### config.mk
export PLATFORM = sky130hd
export DESIGN_NAME = bms_top
export DESIGN_NICKNAME = d
export VERILOG_FILES = /design/src/core/bms_pkg.sv /design/src/core/bms_clkdiv.sv /design/src/core/bms_top.sv
export SDC_FILE = /design/constraint.sdc
export NUM_CORES = 1
export LEC_CHECK = 0
export BUFFER_PORTS_ARGS = -buffer_cell sky130_fd_sc_hd__buf_2
export CORE_MARGIN = 2
export CORE_UTILIZATION = 35
export DETAILED_ROUTE_END_ITERATION = 8
export PLACE_DENSITY = 0.56
export SYNTH_ARGS = -nofsm -noshare
export SYNTH_HDL_FRONTEND = slang
export SYNTH_SLANG_ARGS = --single-unit
### constraint.sdc
create_clock -name clock -period 2.3 [get_ports clock]
set_input_delay 0.345 -clock clock [delete_from_list [all_inputs] [get_ports clock]]
set_output_delay 0.345 -clock clock [all_outputs]
set_load 0.03 [all_outputs]
### src/core/bms_pkg.sv
// shared constants and types for the boot mode selector and eprom copier
// assumes one 20 MHz clock, synchronous active-low reset, pins already synchronous
//
// Behaviour
// - reset release samples vpp and selects, decodes bootloader
// - normal vpp level at release gives single chip
// - single chip keeps all bus activity internal
// - single chip fetches vectors from on-chip eprom
// - external address comes through two port-loaded latches
// - full programming pass, then full verify pass
// - port c bits 0,1 drive the indicators
// - program indicator on, off when verify starts
// - verify indicator only if every byte matches
// - first mismatch shows address, then halts
// - bus clock is oscillator divided by two
package bms_pkg;

  // ----------------------------------------------------------------
  // memory map and timing
  // ----------------------------------------------------------------
  localparam logic [15:0] ADDR_FIRST = 16'h0100;     // first copied byte
  localparam logic [15:0] ADDR_LAST = 16'h1FFF;      // last copied byte
  localparam int PROGRAM_INDICATOR_PULSE_BUS = 4;                 // bus cycles a write is held
  localparam logic [2:0] PROGRAM_INDICATOR_PULSE_CNT = 3'(PROGRAM_INDICATOR_PULSE_BUS);
  localparam logic [7:0] ERASED_BYTE = 8'h00;        // blank eprom value

  // ----------------------------------------------------------------
  // select pin codes, order bit2 bit1 bit0
  // ----------------------------------------------------------------
  localparam logic [2:0] SEL_VERIFY = 3'h5;
  localparam logic [2:0] SEL_PROG1 = 3'h6;
  localparam logic [2:0] SEL_PROG4 = 3'h7;

  // operating mode chosen at reset release
  typedef enum logic [1:0]
  {
    MODE_SINGLE = 2'h0,
    MODE_VERIFY = 2'h1,
    MODE_PROG1 = 2'h3,
    MODE_PROG4 = 2'h2
  } bms_mode_e;

  // copier sequence, gray from idle through burn to advance
  typedef enum logic [3:0]
  {
    ST_IDLE = 4'h0,
    ST_LATCH_HI = 4'h1,
    ST_LATCH_LO = 4'h3,
    ST_FETCH = 4'h2,
    ST_BURN = 4'h6,
    ST_ADVANCE = 4'h7,
    ST_ERR_HI = 4'h5,
    ST_ERR_LO = 4'h4,
    ST_HALT = 4'hC,
    ST_DONE = 4'hD
  } bms_state_e;

  // external address latch port
  typedef struct packed
  {
    logic [7:0] data;  // port value presented to the latches
    logic load_hi;     // strobe for the high address latch
    logic load_lo;     // strobe for the low address latch
  } bms_latch_s;

  // on-chip eprom write request
  typedef struct packed
  {
    logic [15:0] addr;   // byte address, also read address
    logic [31:0] wdata;  // up to four bytes, byte 0 in low lane
    logic wide;          // four bytes at once
    logic wr_en;         // programming pulse active
  } bms_eprom_s;

endpackage

### src/core/bms_clkdiv.sv
// divide-by-two enable generator for the internal bus rate
// assumes the oscillator-rate clock and synchronous reset
`timescale 1ns/1ps
module bms_clkdiv
(
  input wire logic clock,  // oscillator-rate clock
  input wire logic rst_n,  // synchronous reset, active low
  output logic bus_ce      // one-cycle pulse every second clock
);

  // ----------------------------------------------------------------
  // toggle divider
  // ----------------------------------------------------------------
  // a toggle flop gives exactly half rate with no counter
  always_ff @(posedge clock)
  begin
    if (!rst_n)
      bus_ce <= 1'b0;
    else
      bus_ce <= !bus_ce;
  end

  chk_ce_alternates : assert property (@(posedge clock) disable iff (!rst_n) bus_ce |=> !bus_ce)
    else $error("bus enable not at half rate");

endmodule

### src/core/bms_top.sv
// boot mode selection and bootloader copier from external eprom
// assumes synchronous pins, external latches and eprom answering within one bus cycle
`timescale 1ns/1ps
module bms_top
(
  input wire logic clock,                      // 20 MHz oscillator clock
  input wire logic rst_n,                      // synchronous reset, active low
  input wire logic vpp_high,                   // irq/vpp pin at programming level
  input wire logic boot_select_bit0,           // mode select pin 0
  input wire logic boot_select_bit1,           // mode select pin 1
  input wire logic boot_select_bit2,           // mode select pin 2
  input wire logic [7:0] ext_data,             // external eprom data
  input wire logic [7:0] int_rd_data,          // on-chip eprom read data
  output bms_pkg::bms_latch_s latch_port,      // external address latch drive
  output bms_pkg::bms_eprom_s eprom_req,       // on-chip eprom access
  output logic portc_bit0_pin,                 // program indicator pin
  output logic portc_bit1_pin,                 // verify ok indicator pin
  output logic single_chip,                    // single chip mode active
  output logic ext_bus_en,                     // bootloader uses external pins
  output logic vec_internal,                   // vectors from on-chip eprom
  output logic halted                          // stopped on verify error
);

  // ----------------------------------------------------------------
  // declarations
  // ----------------------------------------------------------------
  logic bus_ce;                      // half-rate step enable
  logic rel_seen_ff;                 // reset release already handled
  bms_pkg::bms_mode_e mode_ff;       // captured operating mode
  bms_pkg::bms_state_e state_ff;     // copier state
  bms_pkg::bms_state_e nxt_state;    // next copier state
  logic pass_verify_ff;              // second pass running
  logic [15:0] addr_ff;              // current copy address
  logic [15:0] base_ff;              // first address of write group
  logic [1:0] idx_ff;                // byte slot within group
  logic [2:0] pulse_ff;              // write pulse bus cycles left
  logic group_end;                   // last byte of a write group
  logic [15:0] step_addr;            // address the next high latch load shows
  logic program_indicator_ind_ff;                 // program indicator
  logic ver_ind_ff;                  // verify indicator

  // pick the mode from the pins
  function automatic bms_pkg::bms_mode_e decode_mode(input logic vpp, input logic [2:0] sel);
    decode_mode = bms_pkg::MODE_SINGLE;
    if (vpp && sel == bms_pkg::SEL_VERIFY)
      decode_mode = bms_pkg::MODE_VERIFY;
    else if (vpp && sel == bms_pkg::SEL_PROG1)
      decode_mode = bms_pkg::MODE_PROG1;
    else if (vpp && sel == bms_pkg::SEL_PROG4)
      decode_mode = bms_pkg::MODE_PROG4;
  endfunction

  bms_clkdiv u_div
  (
    .clock(clock),
    .rst_n(rst_n),
    .bus_ce(bus_ce)
  );

  // ----------------------------------------------------------------
  // mode capture at reset release
  // ----------------------------------------------------------------
  // pins are sampled on the first clock after release, never under reset
  always_ff @(posedge clock)
  begin
    if (!rst_n)
    begin
      rel_seen_ff <= 1'b0;
      mode_ff <= bms_pkg::MODE_SINGLE;
    end
    else if (!rel_seen_ff)
    begin
      rel_seen_ff <= 1'b1;
      // unlisted selects with high vpp fall back to single chip
      mode_ff <= decode_mode(vpp_high, {boot_select_bit2, boot_select_bit1, boot_select_bit0});
    end
  end

  // mode flags toward the rest of the chip
  always_ff @(posedge clock)
  begin
    if (!rst_n)
    begin
      single_chip <= 1'b0;
      ext_bus_en <= 1'b0;
      vec_internal <= 1'b0;
    end
    else if (rel_seen_ff)
    begin
      single_chip <= (mode_ff == bms_pkg::MODE_SINGLE);
      ext_bus_en <= (mode_ff != bms_pkg::MODE_SINGLE);
      vec_internal <= (mode_ff == bms_pkg::MODE_SINGLE);
    end
  end

  // ----------------------------------------------------------------
  // copier sequence
  // ----------------------------------------------------------------
  // group closes after 4 bytes in wide mode, every byte otherwise, or at the end
  assign group_end = (mode_ff != bms_pkg::MODE_PROG4) || (idx_ff == 2'h3) || (addr_ff == bms_pkg::ADDR_LAST);

  // advance updates the address on the same edge that loads the high latch,
  // so the high byte must come from the address being stepped to, not the old one
  assign step_addr = (state_ff != bms_pkg::ST_ADVANCE) ? addr_ff
                     : ((addr_ff == bms_pkg::ADDR_LAST) ? bms_pkg::ADDR_FIRST : addr_ff + 16'h0001);

  // next state; the eprom must be blank beforehand, bytes are simply written
  always_comb
  begin
    nxt_state = state_ff;
    case (state_ff)
      bms_pkg::ST_IDLE:
        if (rel_seen_ff && mode_ff != bms_pkg::MODE_SINGLE)
          nxt_state = bms_pkg::ST_LATCH_HI;
      bms_pkg::ST_LATCH_HI:
        nxt_state = bms_pkg::ST_LATCH_LO;
      bms_pkg::ST_LATCH_LO:
        nxt_state = bms_pkg::ST_FETCH;
      bms_pkg::ST_FETCH:
        if (pass_verify_ff && ext_data != int_rd_data)
          nxt_state = bms_pkg::ST_ERR_HI;
        else if (!pass_verify_ff && group_end)
          nxt_state = bms_pkg::ST_BURN;
        else
          nxt_state = bms_pkg::ST_ADVANCE;
      bms_pkg::ST_BURN:
        if (pulse_ff == 3'h1)
          nxt_state = bms_pkg::ST_ADVANCE;
      bms_pkg::ST_ADVANCE:
        if (addr_ff == bms_pkg::ADDR_LAST && pass_verify_ff)
          nxt_state = bms_pkg::ST_DONE;
        else
          nxt_state = bms_pkg::ST_LATCH_HI;
      bms_pkg::ST_ERR_HI:
        nxt_state = bms_pkg::ST_ERR_LO;
      bms_pkg::ST_ERR_LO:
        nxt_state = bms_pkg::ST_HALT;
      bms_pkg::ST_HALT:
        nxt_state = bms_pkg::ST_HALT;
      bms_pkg::ST_DONE:
        nxt_state = bms_pkg::ST_DONE;
      default:
        nxt_state = bms_pkg::ST_IDLE;
    endcase
  end

  // state register, stepped at the bus rate
  always_ff @(posedge clock)
  begin
    if (!rst_n)
      state_ff <= bms_pkg::ST_IDLE;
    else if (bus_ce)
      state_ff <= nxt_state;
  end

  // pass, address and group bookkeeping
  always_ff @(posedge clock)
  begin
    if (!rst_n)
    begin
      pass_verify_ff <= 1'b0;
      addr_ff <= bms_pkg::ADDR_FIRST;
      base_ff <= bms_pkg::ADDR_FIRST;
      idx_ff <= 2'h0;
    end
    else if (bus_ce)
    begin
      if (state_ff == bms_pkg::ST_IDLE)
        pass_verify_ff <= (mode_ff == bms_pkg::MODE_VERIFY); // verify-only skips programming
      else if (state_ff == bms_pkg::ST_ADVANCE)
      begin
        if (addr_ff == bms_pkg::ADDR_LAST)
        begin
          // whole map programmed, restart from the top for the verify pass
          pass_verify_ff <= 1'b1;
          addr_ff <= bms_pkg::ADDR_FIRST;
          base_ff <= bms_pkg::ADDR_FIRST;
          idx_ff <= 2'h0;
        end
        else
        begin
          // external address advances every byte, the internal base only at a group end or in verify
          addr_ff <= addr_ff + 16'h0001;
          idx_ff <= (!pass_verify_ff && group_end) ? 2'h0 : idx_ff + 2'h1;
          if (pass_verify_ff || group_end)
            base_ff <= addr_ff + 16'h0001;
        end
      end
    end
  end

  // programming pulse length
  always_ff @(posedge clock)
  begin
    if (!rst_n)
      pulse_ff <= 3'h0;
    else if (bus_ce)
      pulse_ff <= (nxt_state == bms_pkg::ST_BURN && state_ff != bms_pkg::ST_BURN) ? bms_pkg::PROGRAM_INDICATOR_PULSE_CNT
                  : (pulse_ff != 3'h0 ? pulse_ff - 3'h1 : 3'h0);
  end

  // ----------------------------------------------------------------
  // external latch and on-chip eprom drive
  // ----------------------------------------------------------------
  // latches are loaded from the port; error address reuses the same path
  always_ff @(posedge clock)
  begin
    if (!rst_n)
      latch_port <= '0;
    else if (bus_ce)
    begin
      latch_port.load_hi <= 1'b0;
      latch_port.load_lo <= 1'b0;
      if (nxt_state == bms_pkg::ST_LATCH_HI || nxt_state == bms_pkg::ST_ERR_HI)
      begin
        latch_port.data <= step_addr[15:8];
        latch_port.load_hi <= 1'b1;
      end
      else if (nxt_state == bms_pkg::ST_LATCH_LO || nxt_state == bms_pkg::ST_ERR_LO)
      begin
        latch_port.data <= addr_ff[7:0];
        latch_port.load_lo <= 1'b1;
      end
    end
  end

  // on-chip eprom address, data gathering and write pulse
  always_ff @(posedge clock)
  begin
    if (!rst_n)
      eprom_req <= '0;
    else if (bus_ce)
    begin
      if (state_ff == bms_pkg::ST_LATCH_LO)
        eprom_req.addr <= pass_verify_ff ? addr_ff : base_ff;
      if (state_ff == bms_pkg::ST_FETCH && !pass_verify_ff)
        eprom_req.wdata[8 * idx_ff +: 8] <= ext_data;
      eprom_req.wide <= (mode_ff == bms_pkg::MODE_PROG4);
      eprom_req.wr_en <= (nxt_state == bms_pkg::ST_BURN);
    end
  end

  // ----------------------------------------------------------------
  // indicators
  // ----------------------------------------------------------------
  // program lamp lit during the programming pass, dark once verify starts
  always_ff @(posedge clock)
  begin
    if (!rst_n)
    begin
      program_indicator_ind_ff <= 1'b0;
      ver_ind_ff <= 1'b0;
    end
    else if (bus_ce)
    begin
      program_indicator_ind_ff <= !pass_verify_ff && state_ff != bms_pkg::ST_IDLE
                     && !(state_ff == bms_pkg::ST_ADVANCE && addr_ff == bms_pkg::ADDR_LAST);
      ver_ind_ff <= (nxt_state == bms_pkg::ST_DONE);
    end
  end

  // pins follow the lamps only in bootloader mode; halt flag mirrors state
  always_ff @(posedge clock)
  begin
    if (!rst_n)
    begin
      portc_bit0_pin <= 1'b0;
      portc_bit1_pin <= 1'b0;
      halted <= 1'b0;
    end
    else
    begin
      portc_bit0_pin <= program_indicator_ind_ff && mode_ff != bms_pkg::MODE_SINGLE;
      portc_bit1_pin <= ver_ind_ff && mode_ff != bms_pkg::MODE_SINGLE;
      halted <= (state_ff == bms_pkg::ST_HALT);
    end
  end

  // ----------------------------------------------------------------
  // checks
  // ----------------------------------------------------------------
  chk_halt_sticky : assert property (@(posedge clock) disable iff (!rst_n)
    state_ff == bms_pkg::ST_HALT |=> state_ff == bms_pkg::ST_HALT && $stable(latch_port.data))
    else $error("halt left or error address changed");

  chk_mode_stable : assert property (@(posedge clock) disable iff (!rst_n)
    rel_seen_ff |=> $stable(mode_ff))
    else $error("mode changed after reset release");

  chk_single_quiet : assert property (@(posedge clock) disable iff (!rst_n)
    single_chip |-> !latch_port.load_hi && !latch_port.load_lo && !eprom_req.wr_en && !ext_bus_en)
    else $error("external activity in single chip mode");

  chk_program_indicator_dark_verify : assert property (@(posedge clock) disable iff (!rst_n)
    pass_verify_ff && state_ff == bms_pkg::ST_LATCH_HI |-> ##[0:4] !program_indicator_ind_ff)
    else $error("program indicator lit during verify");

  chk_burn_program_indicator_pass : assert property (@(posedge clock) disable iff (!rst_n)
    eprom_req.wr_en |-> !pass_verify_ff)
    else $error("write pulse during verify pass");

  chk_verify_done : assert property (@(posedge clock) disable iff (!rst_n)
    $rose(ver_ind_ff) |-> state_ff == bms_pkg::ST_DONE && pass_verify_ff)
    else $error("verify indicator without completed verify");

  chk_err_no_ok : assert property (@(posedge clock) disable iff (!rst_n)
    state_ff == bms_pkg::ST_ERR_HI |-> ##[1:6] state_ff == bms_pkg::ST_HALT ##0 !ver_ind_ff)
    else $error("mismatch did not halt cleanly");

  chk_pins_follow : assert property (@(posedge clock) disable iff (!rst_n)
    rel_seen_ff && mode_ff != bms_pkg::MODE_SINGLE |=> portc_bit0_pin == $past(program_indicator_ind_ff))
    else $error("program pin does not follow indicator");

endmodule

Yosys cells after proc, flatten, opt, wreduce, memory -nomap -nowiden --
Cells that the tools add are included.
Cells by class: bitwise logic cells 1, multiplexer cells 28, reductions and logical operators 38, shift operators 2, equal/unequal tests 27, add/sub/neg operators 4
Operators with widths (count):
- $mux 16 | 5
- $pmux 4 s9 | 1
- $neg 5->34 | 1
- $shift 8x34->32 const A | 1
- $shiftx 8x34->32 | 1
- $bwmux 32 | 1
- $eq 4x3->1 const B | 7
- $add 16x1->16 const B | 1
- $eq 16x13->1 const B | 1
- $mux 8 | 2
- $logic_and 1x1->1 | 14
- $eq 4x2->1 const B | 3
- $eq 4x4->1 const B | 3
- $mux 2 | 6
- $mux 4 | 3
- $reduce_bool 2->1 | 5
- $eq 3x3->1 const B | 3
- $eq 4x1->1 const B | 2
- $mux 1 | 8
- $ne 4x3->1 const B | 2
- $ne 8x8->1 | 1
- $mux 3 | 2
- $reduce_and 2->1 | 3
- $reduce_and 3->1 | 2
- 15 further kinds | 22
Word-level totals: output and inout bits 66, register bits 113, input bits 22

Longest topological paths before layout --
Gate-level depths: netlist of the first run.
depth in word-level cells 11, depth in mapped cells 8

Modules after synthesis --
A second synthesis of the first run with hierarchy kept.
Second synthesis, totals: cells, all modules 647, area, all modules 5625.4 um^2
By module, submodules not included:
- bms_top | cells each 645, seq. area each 2242.2 um^2, instances 1, area each 5591.6 um^2
- bms_clkdiv | cells each 2, seq. area each 20.0 um^2, instances 1, area each 33.8 um^2

Worst setup path after synthesis of the first run --
OpenSTA, ideal clock, no wires.
path kind register to register, start point register idx_ff[0], end point register latch_port[5] (netlist name), library setup time 0.083 ns, clock period less this slack 2.137 ns, setup slack 0.163 ns, arrival time 2.054 ns, data required time 2.217 ns, stages on the path, launching flop included 8, cell sequence dfxtp_1 > ha_1 > or3b_1 > o31ai_4 > o32ai_4 > or3_1 > buf_6 > o221ai_1
On the way: longest elaborated chain between the ends 11, elaborated cells on any way between the ends 16, those cells by class eq/ne (5); mux (4); reduce/logical (7)
Ends and longest elaborated chain:
- from (decl) | line bms_top.sv:35 | logic [1:0] idx_ff;
- from (signal assigned) | line bms_top.sv:184 | idx_ff <= (!pass_verify_ff && group_end) ? 2'h0 : idx_ff + 2'h1;
- $eq 2x2->1 * | line bms_top.sv:100 | assign group_end = (mode_ff != bms_pkg::MODE_PROG4) || (idx_ff == 2'h3) || (addr_ff == bms_pkg::ADDR_LAST);
- $logic_or 1x1->1 * (2 in series) | line bms_top.sv:100
- $logic_and 1x1->1 * | line bms_top.sv:122 | else if (!pass_verify_ff && group_end)
- $mux 1 * | line bms_top.sv:122
- $mux 2 * | line bms_top.sv:120 | if (pass_verify_ff && ext_data != int_rd_data)
- $pmux 4 s9 * | line bms_top.sv:111 | case (state_ff)
- $eq 4x1->1, or another cell as far along | line bms_top.sv:214 | if (nxt_state == bms_pkg::ST_LATCH_HI || nxt_state == bms_pkg::ST_ERR_HI)
- $logic_or 1x1->1, on equally long branches | line bms_top.sv:214, bms_top.sv:219
- $reduce_bool 2->1 (no line)
- $reduce_and 2->1 (no line)
- to (decl) | line bms_top.sv:14 | output bms_pkg::bms_latch_s latch_port,
Every way passes the cells marked *; elsewhere a longest branch is shown, timed or not. A chain may end at the register's enable or synchronous reset.

Worst setup path in the final report of the first run --
start point register addr_ff[13], end point register latch_port[3] (netlist name)
On the way: longest elaborated chain between the ends 10, elaborated cells on any way between the ends 19, those cells by class eq/ne (5); mux (7); reduce/logical (7)
Ends and longest elaborated chain:
- from (decl) | line bms_top.sv:33 | logic [15:0] addr_ff;
- from (signal assigned) | line bms_top.sv:162 | addr_ff <= bms_pkg::ADDR_FIRST;
- from (signal assigned) | line bms_top.sv:176 | addr_ff <= bms_pkg::ADDR_FIRST;
- from (signal assigned) | line bms_top.sv:183 | addr_ff <= addr_ff + 16'h0001;
- $eq 16x13->1 * | line bms_top.sv:100, bms_top.sv:105, bms_top.sv:130
- $logic_or 1x1->1 | line bms_top.sv:100
- $logic_and 1x1->1 | line bms_top.sv:122
- $mux 1 | line bms_top.sv:122
- $mux 2 | line bms_top.sv:120
- $pmux 4 s9 | line bms_top.sv:111
- $eq 4x1->1, or another cell as far along | line bms_top.sv:214
- $logic_or 1x1->1, on equally long branches | line bms_top.sv:214, bms_top.sv:219
- $reduce_bool 2->1 (no line)
- $reduce_and 2->1 (no line)
Marks and branches as above.

==> results of run 1 <==
what timing repair did:
action                     CTS  global route
resized for setup            0             6
hold endpoints to repair     0             0
setup endpoints to repair    0             8
kinds of logic (layout without fill, tap and decap cells):
logic type | after synthesis | after routing | share of synthesized area (%)
AOI/OAI and AO/OA | 134 | 134 | 19.6
and+or+nand+nor | 268 | 268 | 23.8
xor gates and xnor gates | 31 | 31 | 4.91
DFF | 113 | 113 | 40.9
buffers and inverters | 68 | 193 | 5.23
muxes | 19 | 19 | 3.44
adders and majority gates | 9 | 9 | 2.04
worst max-delay path by stage:
stage                     slack (ps)       endpoint  cells after the start
after floorplan                  160  latch_port[5]                      7
after global placement            60  latch_port[7]                      8
after detailed placement         -30  latch_port[4]                      8
after CTS                         50  latch_port[7]                      8
after global routing               5  latch_port[4]                      7
final                             90  latch_port[3]                      6
area by class of cell:
class | instances | share of cell area (%)
tap | 211 | 3.72
inverter | 17 | 0.899
sequential | 113 | 31.9
clock buffer | 20 | 6.43
clock inverter | 12 | 2.22
timing repair buffer | 144 | 12.6
multi-input combinational | 461 | 42.3
power groups by stage:
stage / Sequential [uW] / Clock (uW) / Combinational, uW
floorplan: 2050 / 0 / 168
global placement: 2040 / 0 / 279
detailed placement: 2040 / 0 / 282
CTS: 2000 / 2750 / 283
global route: 2000 / 2850 / 309
finish: 2000 / 2700 / 284
metal layers:
metal	GRT usage, %	part of all wire (%)
met3	4.87	5.6
met5	0	0
met4	8.73	2.9
met2	28.5	45
met1	23.3	46
placed cells by master (no fill, tap or decap), types with 2 or more instances in the layout:
| cell type | Yosys | layout |
|---|---|---|
| ha_1 | 9 | 9 |
| and2_1 | 17 | 17 |
| a21o_1 | 2 | 2 |
| clkinv_2 | 0 | 2 |
| bufinv_16 | 0 | 3 |
| xnor2_1 | 11 | 11 |
| o22ai_1 | 3 | 3 |
| buf_2 | 9 | 87 |
| mux2i_1 | 19 | 19 |
| nand2_1 | 111 | 111 |
| a21oi_1 | 16 | 16 |
| xor2_1 | 20 | 20 |
| nor2_2 | 1 | 2 |
| nor2b_1 | 16 | 16 |
| clkinvlp_4 | 0 | 3 |
| a22oi_1 | 6 | 6 |
| o31ai_1 | 3 | 3 |
| and3_1 | 4 | 4 |
| nor4_1 | 3 | 3 |
| or3_1 | 3 | 2 |
| inv_1 | 17 | 17 |
| clkbuf_8 | 0 | 2 |
| nor3b_1 | 5 | 5 |
| nor2_1 | 26 | 25 |
| dfxtp_1 | 113 | 113 |
| nor3_1 | 14 | 13 |
| and4_1 | 4 | 4 |
| o221ai_1 | 7 | 7 |
| a21boi_0 | 41 | 41 |
| clkbuf_16 | 0 | 17 |
| clkinv_4 | 0 | 3 |
| buf_4 | 2 | 54 |
| nand2b_1 | 4 | 4 |
| o21ai_0 | 14 | 14 |
| nand3_1 | 43 | 42 |
| o211a_1 | 24 | 24 |
| o211ai_1 | 4 | 4 |
| nand4_1 | 7 | 7 |
| buf_12 | 0 | 2 |
state kept, by name, indices dropped and copies added (netlist names), 2 cells and up:
signal and cells:
eprom_req 50, addr_ff 16, base_ff 16, latch_port 10, state_ff 4, pulse_ff 3, idx_ff 2, mode_ff 2
worst min-delay path: stages:
cell	delay [ps]
buf_2	140
nand3_1	60
a21boi_0	70
stage by stage:
step | hold WS, ps | setup WS, ps | power (uW)
2_1_floorplan | 373 | 163 | 2220
3_3_place_gp | 446 | 57.6 | 2320
3_5_place_dp | 454 | -27.2 | 2320
4_1_cts | 232 | 47.9 | 5040
5_1_grt | 258 | 5.19 | 5160
6_report | 257 | 86.3 | 4980
==> metrics, run 1 <==
status=finished clean; Non-Filler Instances=978; Clk pin slew, worst setup/hold paths=approximately 60 ps; crit-path max FO=8; Power Dens Cells=702 mW/mm^2; endpoints failing hold=0; Unique masters post-synth=slightly below 60; Synth Flop Type=dfxtp_1; chip height=~130 um; # fillers=1533; fin. max-slew vios=0; Worst-Skew Late Latency=420 ps; slowest cell delay on critical path=630 ps; Syn Inst Count=642; Top delay family on crit path=simple AND/OR/NAND/NOR gates; most common cell in the netlist=dfxtp_1; Hold Startpoint=ext_data[0]; initial DRC count=roughly 270; Worst Max-Slew Pin Slew=between 600 and 700 ps; post-CTS repair timing setup buffer count=0; Synth Net Count=~670; post-synthesis sequential area ratio=roughly 41%; slowest CP cell=or4_1; IO Pins=~90; Seq cells post-synth=between 100 and 150; CTS tree=built; CTS Buf Count=17; largest net degree at the start of global routing=105; vias per cell=5.08; gr usage total=a little under a fifth; DPL Wire Length=10600 um; reg2reg path depth=6; final clock period utilization by the worst path=between 90 and 100%; Worst Hold Path EP=eprom_req[10]; reg2reg setup slack=between 80 and 90 ps; die width=around 130 um; Worst EP arrival=around 2500 ps; total global routing overflow=0; post-synth top area share=about two fifths; GP Congestion=0.878; layout net count=slightly below 800; worst relative slew slack=around 55%; RSZ-0062 raised after global routing=no; post-route cell area=a little over 0.007 mm^2; fin util=roughly 46%; critical-path cell list=or4b_4, or4_1, nand2_1, nand2_1, a22oi_1, o221ai_1; Final TNS setup=0 ps; clock skew=8.77 ps; Final setup viols=0; Worst path most repeated cell=nand2_1; CP endpoint kind=flop; CTS Sinks=between 100 and 150; DR WL/cell=between 15 and 20 um; Register Area=about 0.0023 mm^2; Worst EP required=around 2600 ps; ys async rst share=0%; min cycle time layout=~2200 ps; global-route wire length before repair=~24000 um; layout cell share with drive strength beyond 1=25.3%; Flop pwr share=approximately two fifths; internal power=3860 uW; Area contributors post-synth=dfxtp_1 (41%), nand2_1 (7.5%), a21boi_0 (5.6%); vias=about 5.0k; placed cell area=~0.0065 mm^2; cell taking the most area after synthesis=dfxtp_1; sw frac=22.5%; H-tree depth=4; Cell Rows=45; CORE AREA=~0.015 mm^2; Yosys warning count=0; max-cap viol count=0; Area growth syn-to-layout=28.4%; Min-Delay Path Depth=3; antenna-violating nets left=0; clock share of power=roughly 54%; Pleak=approximately 0.0031 uW; CP bufs+invs=0; Hold Path Class=in -> reg; maximum clock rate=0.452 GHz; Multi-input gate area=roughly 0.003 mm^2; maximum buffer depth of the clock tree=2; Post-synth EDFFs=0; root buf cell=clkbuf_16; Post-CTS Hold Buffers=0; Mean Syn Cell Area=8.61 um^2; reg2reg start=addr_ff[13]; worst r2r dst=latch_port[3]; DRC=0; antenna fix cells=0; NetSw=~1100 uW; Critical Path Start Type=flop; Worst Setup SP=addr_ff[13]; Setup Crit Path Kind=reg -> reg; peak supply drop=slightly above 0.0005 V; Die ar.=between 0.015 and 0.02 mm^2; Placed Cells incl. Taps=~950; first drt pass iteration count=4; Starting Density=between 30% and 40%; final wirelength=between 10000 and 15000 um; Syn Std Cell Area=0.00553 mm^2; initial antenna violation count=0; vias in the first global route=~4.7k; most frequent cells after synthesis=dfxtp_1 (113), nand2_1 (111), nand3_1 (43); IO buf count=a little under 90; part of the power in combinational logic=roughly 5.7%
Note: power is estimated with default switching activity, not from simulation.
==> run 2, diff against run 1 <==
- ABC_AREA: unset -> 1
==> metrics, run 2 <==
status=finished clean; H-tree depth=4; slowest CP cell=dfxtp_1; Final TNS setup=0 ps; Critical Path Start Type=flop; Worst Max-Slew Pin Slew=between 500 and 600 ps; Synth Flop Type=dfxtp_1; Worst EP required=about 2600 ps; min cycle time layout=approximately 2100 ps; worst relative slew slack=roughly three fifths; placed cell area=0.00622 mm^2; maximum clock rate=approximately 0.5 GHz; critical-path cell list=inv_1, nand2_2, nor2_4, inv_2, nor2_1, buf_12, inv_1, nor2_1, nand3_1, a21oi_1; slowest cell delay on critical path=between 300 and 400 ps; antenna-violating nets left=0; Placed Cells incl. Taps=1058; first drt pass iteration count=5; peak supply drop=0.000467 V; maximum buffer depth of the clock tree=2; Pleak=between 0.003 and 0.004 uW; initial DRC count=between 300 and 400; Final setup viols=0; Synth Net Count=roughly 800; fin util=a little under half; layout cell share with drive strength beyond 1=about a fifth; # fillers=roughly 1.6k; largest net degree at the start of global routing=37; IO buf count=slightly below 90; Cell Rows=45; cell taking the most area after synthesis=dfxtp_1; final wirelength=between 15000 and 20000 um; DR WL met2=just over 7000 um; Power Dens Cells=~710 mW/mm^2; biggest regs=eprom_req (50), addr_ff (16), base_ff (16); root buf cell=clkbuf_16; total global routing overflow=0; crit-path max FO=21; Area growth syn-to-layout=26.0%; GP Congestion=approximately 0.91; Post-CTS Hold Buffers=0; Mean Syn Cell Area=approximately 7 um^2; chip height=129 um; Unique masters post-synth=36; Yosys warning count=0; global-route wire length before repair=between 20000 and 30000 um; DPL Wire Length=~12000 um; clock skew=10.5 ps; Clk pin slew, worst setup/hold paths=50 ps; Setup Crit Path Kind=reg -> reg; post-synthesis sequential area ratio=between 40% and 50%; CTS Buf Count=17; most common cell in the netlist=nand2_1; vias per cell=4.91; CTS tree=built; CP endpoint kind=flop; metal3 WL=about 1000 um; fin. max-slew vios=0; M1 WL=roughly 7200 um; vias=about 5.4k; gr usage total=20.0%; worst hold margin=223 ps; CTS Sinks=around 110; Area contributors post-synth=dfxtp_1 (42%), nand2_1 (14%), a21oi_1 (6.3%); Largest register FFs=50; endpoints failing hold=0; Starting Density=a little over a third; ys async rst share=0%; most frequent cells in the layout=nand2_1 (207), dfxtp_1 (112), buf_2 (87), nor2_1 (79), inv_1 (77); Die ar.=between 0.015 and 0.02 mm^2; antenna fix cells=0; max-cap viol count=0; vias in the first global route=5194; RSZ-0062 raised after global routing=no; post-synth top area share=between 40% and 50%; DRC=0; die width=129 um; post-route cell area=approximately 0.0068 mm^2; DR WL/cell=approximately 15 um; Syn Inst Count=around 780; initial antenna violation count=0; Non-Filler Instances=about 1.1k; Syn Std Cell Area=approximately 0.0054 mm^2; most frequent cells after synthesis=nand2_1 (208), dfxtp_1 (113), nor2_1 (79); layout net count=slightly above 900; most common cell after layout, fill and taps aside=nand2_1; Seq cells post-synth=113; Worst-Skew Late Latency=410 ps; Post-synth EDFFs=0; largest register by flop count=eprom_req; final clock period utilization by the worst path=approximately nine tenths; Worst EP arrival=2370 ps; Max Used Layer=met4; IO Pins=~90; CORE AREA=approximately 0.015 mm^2; Hold Path Class=in -> reg
## run 2: cell count changes after synthesis, moves of 17 or more
cell / before / now
mux2i_1: 19 / 0
nand2_1: 111 / 208
and2_1: 17 / 0
xor2_1: 20 / 1
inv_1: 17 / 77
a21oi_1: 16 / 68
nand3_1: 43 / 24
o21ai_0: 14 / 61
a21boi_0: 41 / 0
nor2_1: 26 / 79
## run 2: layer usage
metal	up-vias	track usage, %
met3	27	6.32
met1	2391	24.7
met2	159	32.8
met4	0	7.48
li1	2783	-
met5	-	0
## run 2: cells by family (layout without fill, tap and decap cells)
kind of cell / count (synthesis) / after routing / synth area share [%]
compound gates: 167 / 167 / 17.5
xor+xnor: 5 / 5 / 0.807
fa+ha+maj: 9 / 9 / 2.07
buf+inv: 118 / 239 / 8.43
flops: 113 / 113 / 41.7
simple gates: 370 / 370 / 29.5
## run 2: final cells by class
cell class                      instances  area, um^2  area share (%)
Clock buffer                           23         498            7.28
Clock inverter                          9         104            1.52
Inverter                               87         328            4.79
Multi-Input combinational cell        551        2720            39.7
Sequential cell                       113        2260            33.1
Tap cell                              188         235            3.44
Timing Repair Buffer                  120         696            10.2
## run 2: worst max-delay path, delay by kind of cell, from the launching register on
kind	cells	cell delay (ps)
flip-flops	1	370
AND/OR/NAND/NOR	5	920
buffers and inverters	4	490
AO/OA/AOI/OAI	1	180
## run 2: what timing repair did
item / in CTS / in global routing
resized for setup: 0 / 3
endpoints found under the setup margin: 0 / 18
setup buffers: 0 / 1
## run 2: report_power, final
group / switching (uW) / internal, uW
Clock: 904 / 1730
Combinational: 146 / 69.0
Sequential: 17.7 / 1980
## run 2: final timing paths
check / from / cells after the start / endpoint / slack [ps]
max: state_ff[3] / 10 / base_ff[0] / 250
min: boot_select_bit1 / 3 / mode_ff[1] / 220
max reg2reg: state_ff[3] / 10 / base_ff[0] / 250
min reg2reg: eprom_req[40] / 2 / eprom_req[40] / 440
## run 2: metrics by stage
step           total power (uW)  setup slack [ps]
6_report                   4840               250
5_1_grt                    5010              4.52
4_1_cts                    4890              61.2
3_5_place_dp               2250              90.5
3_3_place_gp               2250               175
2_1_floorplan              2160               330
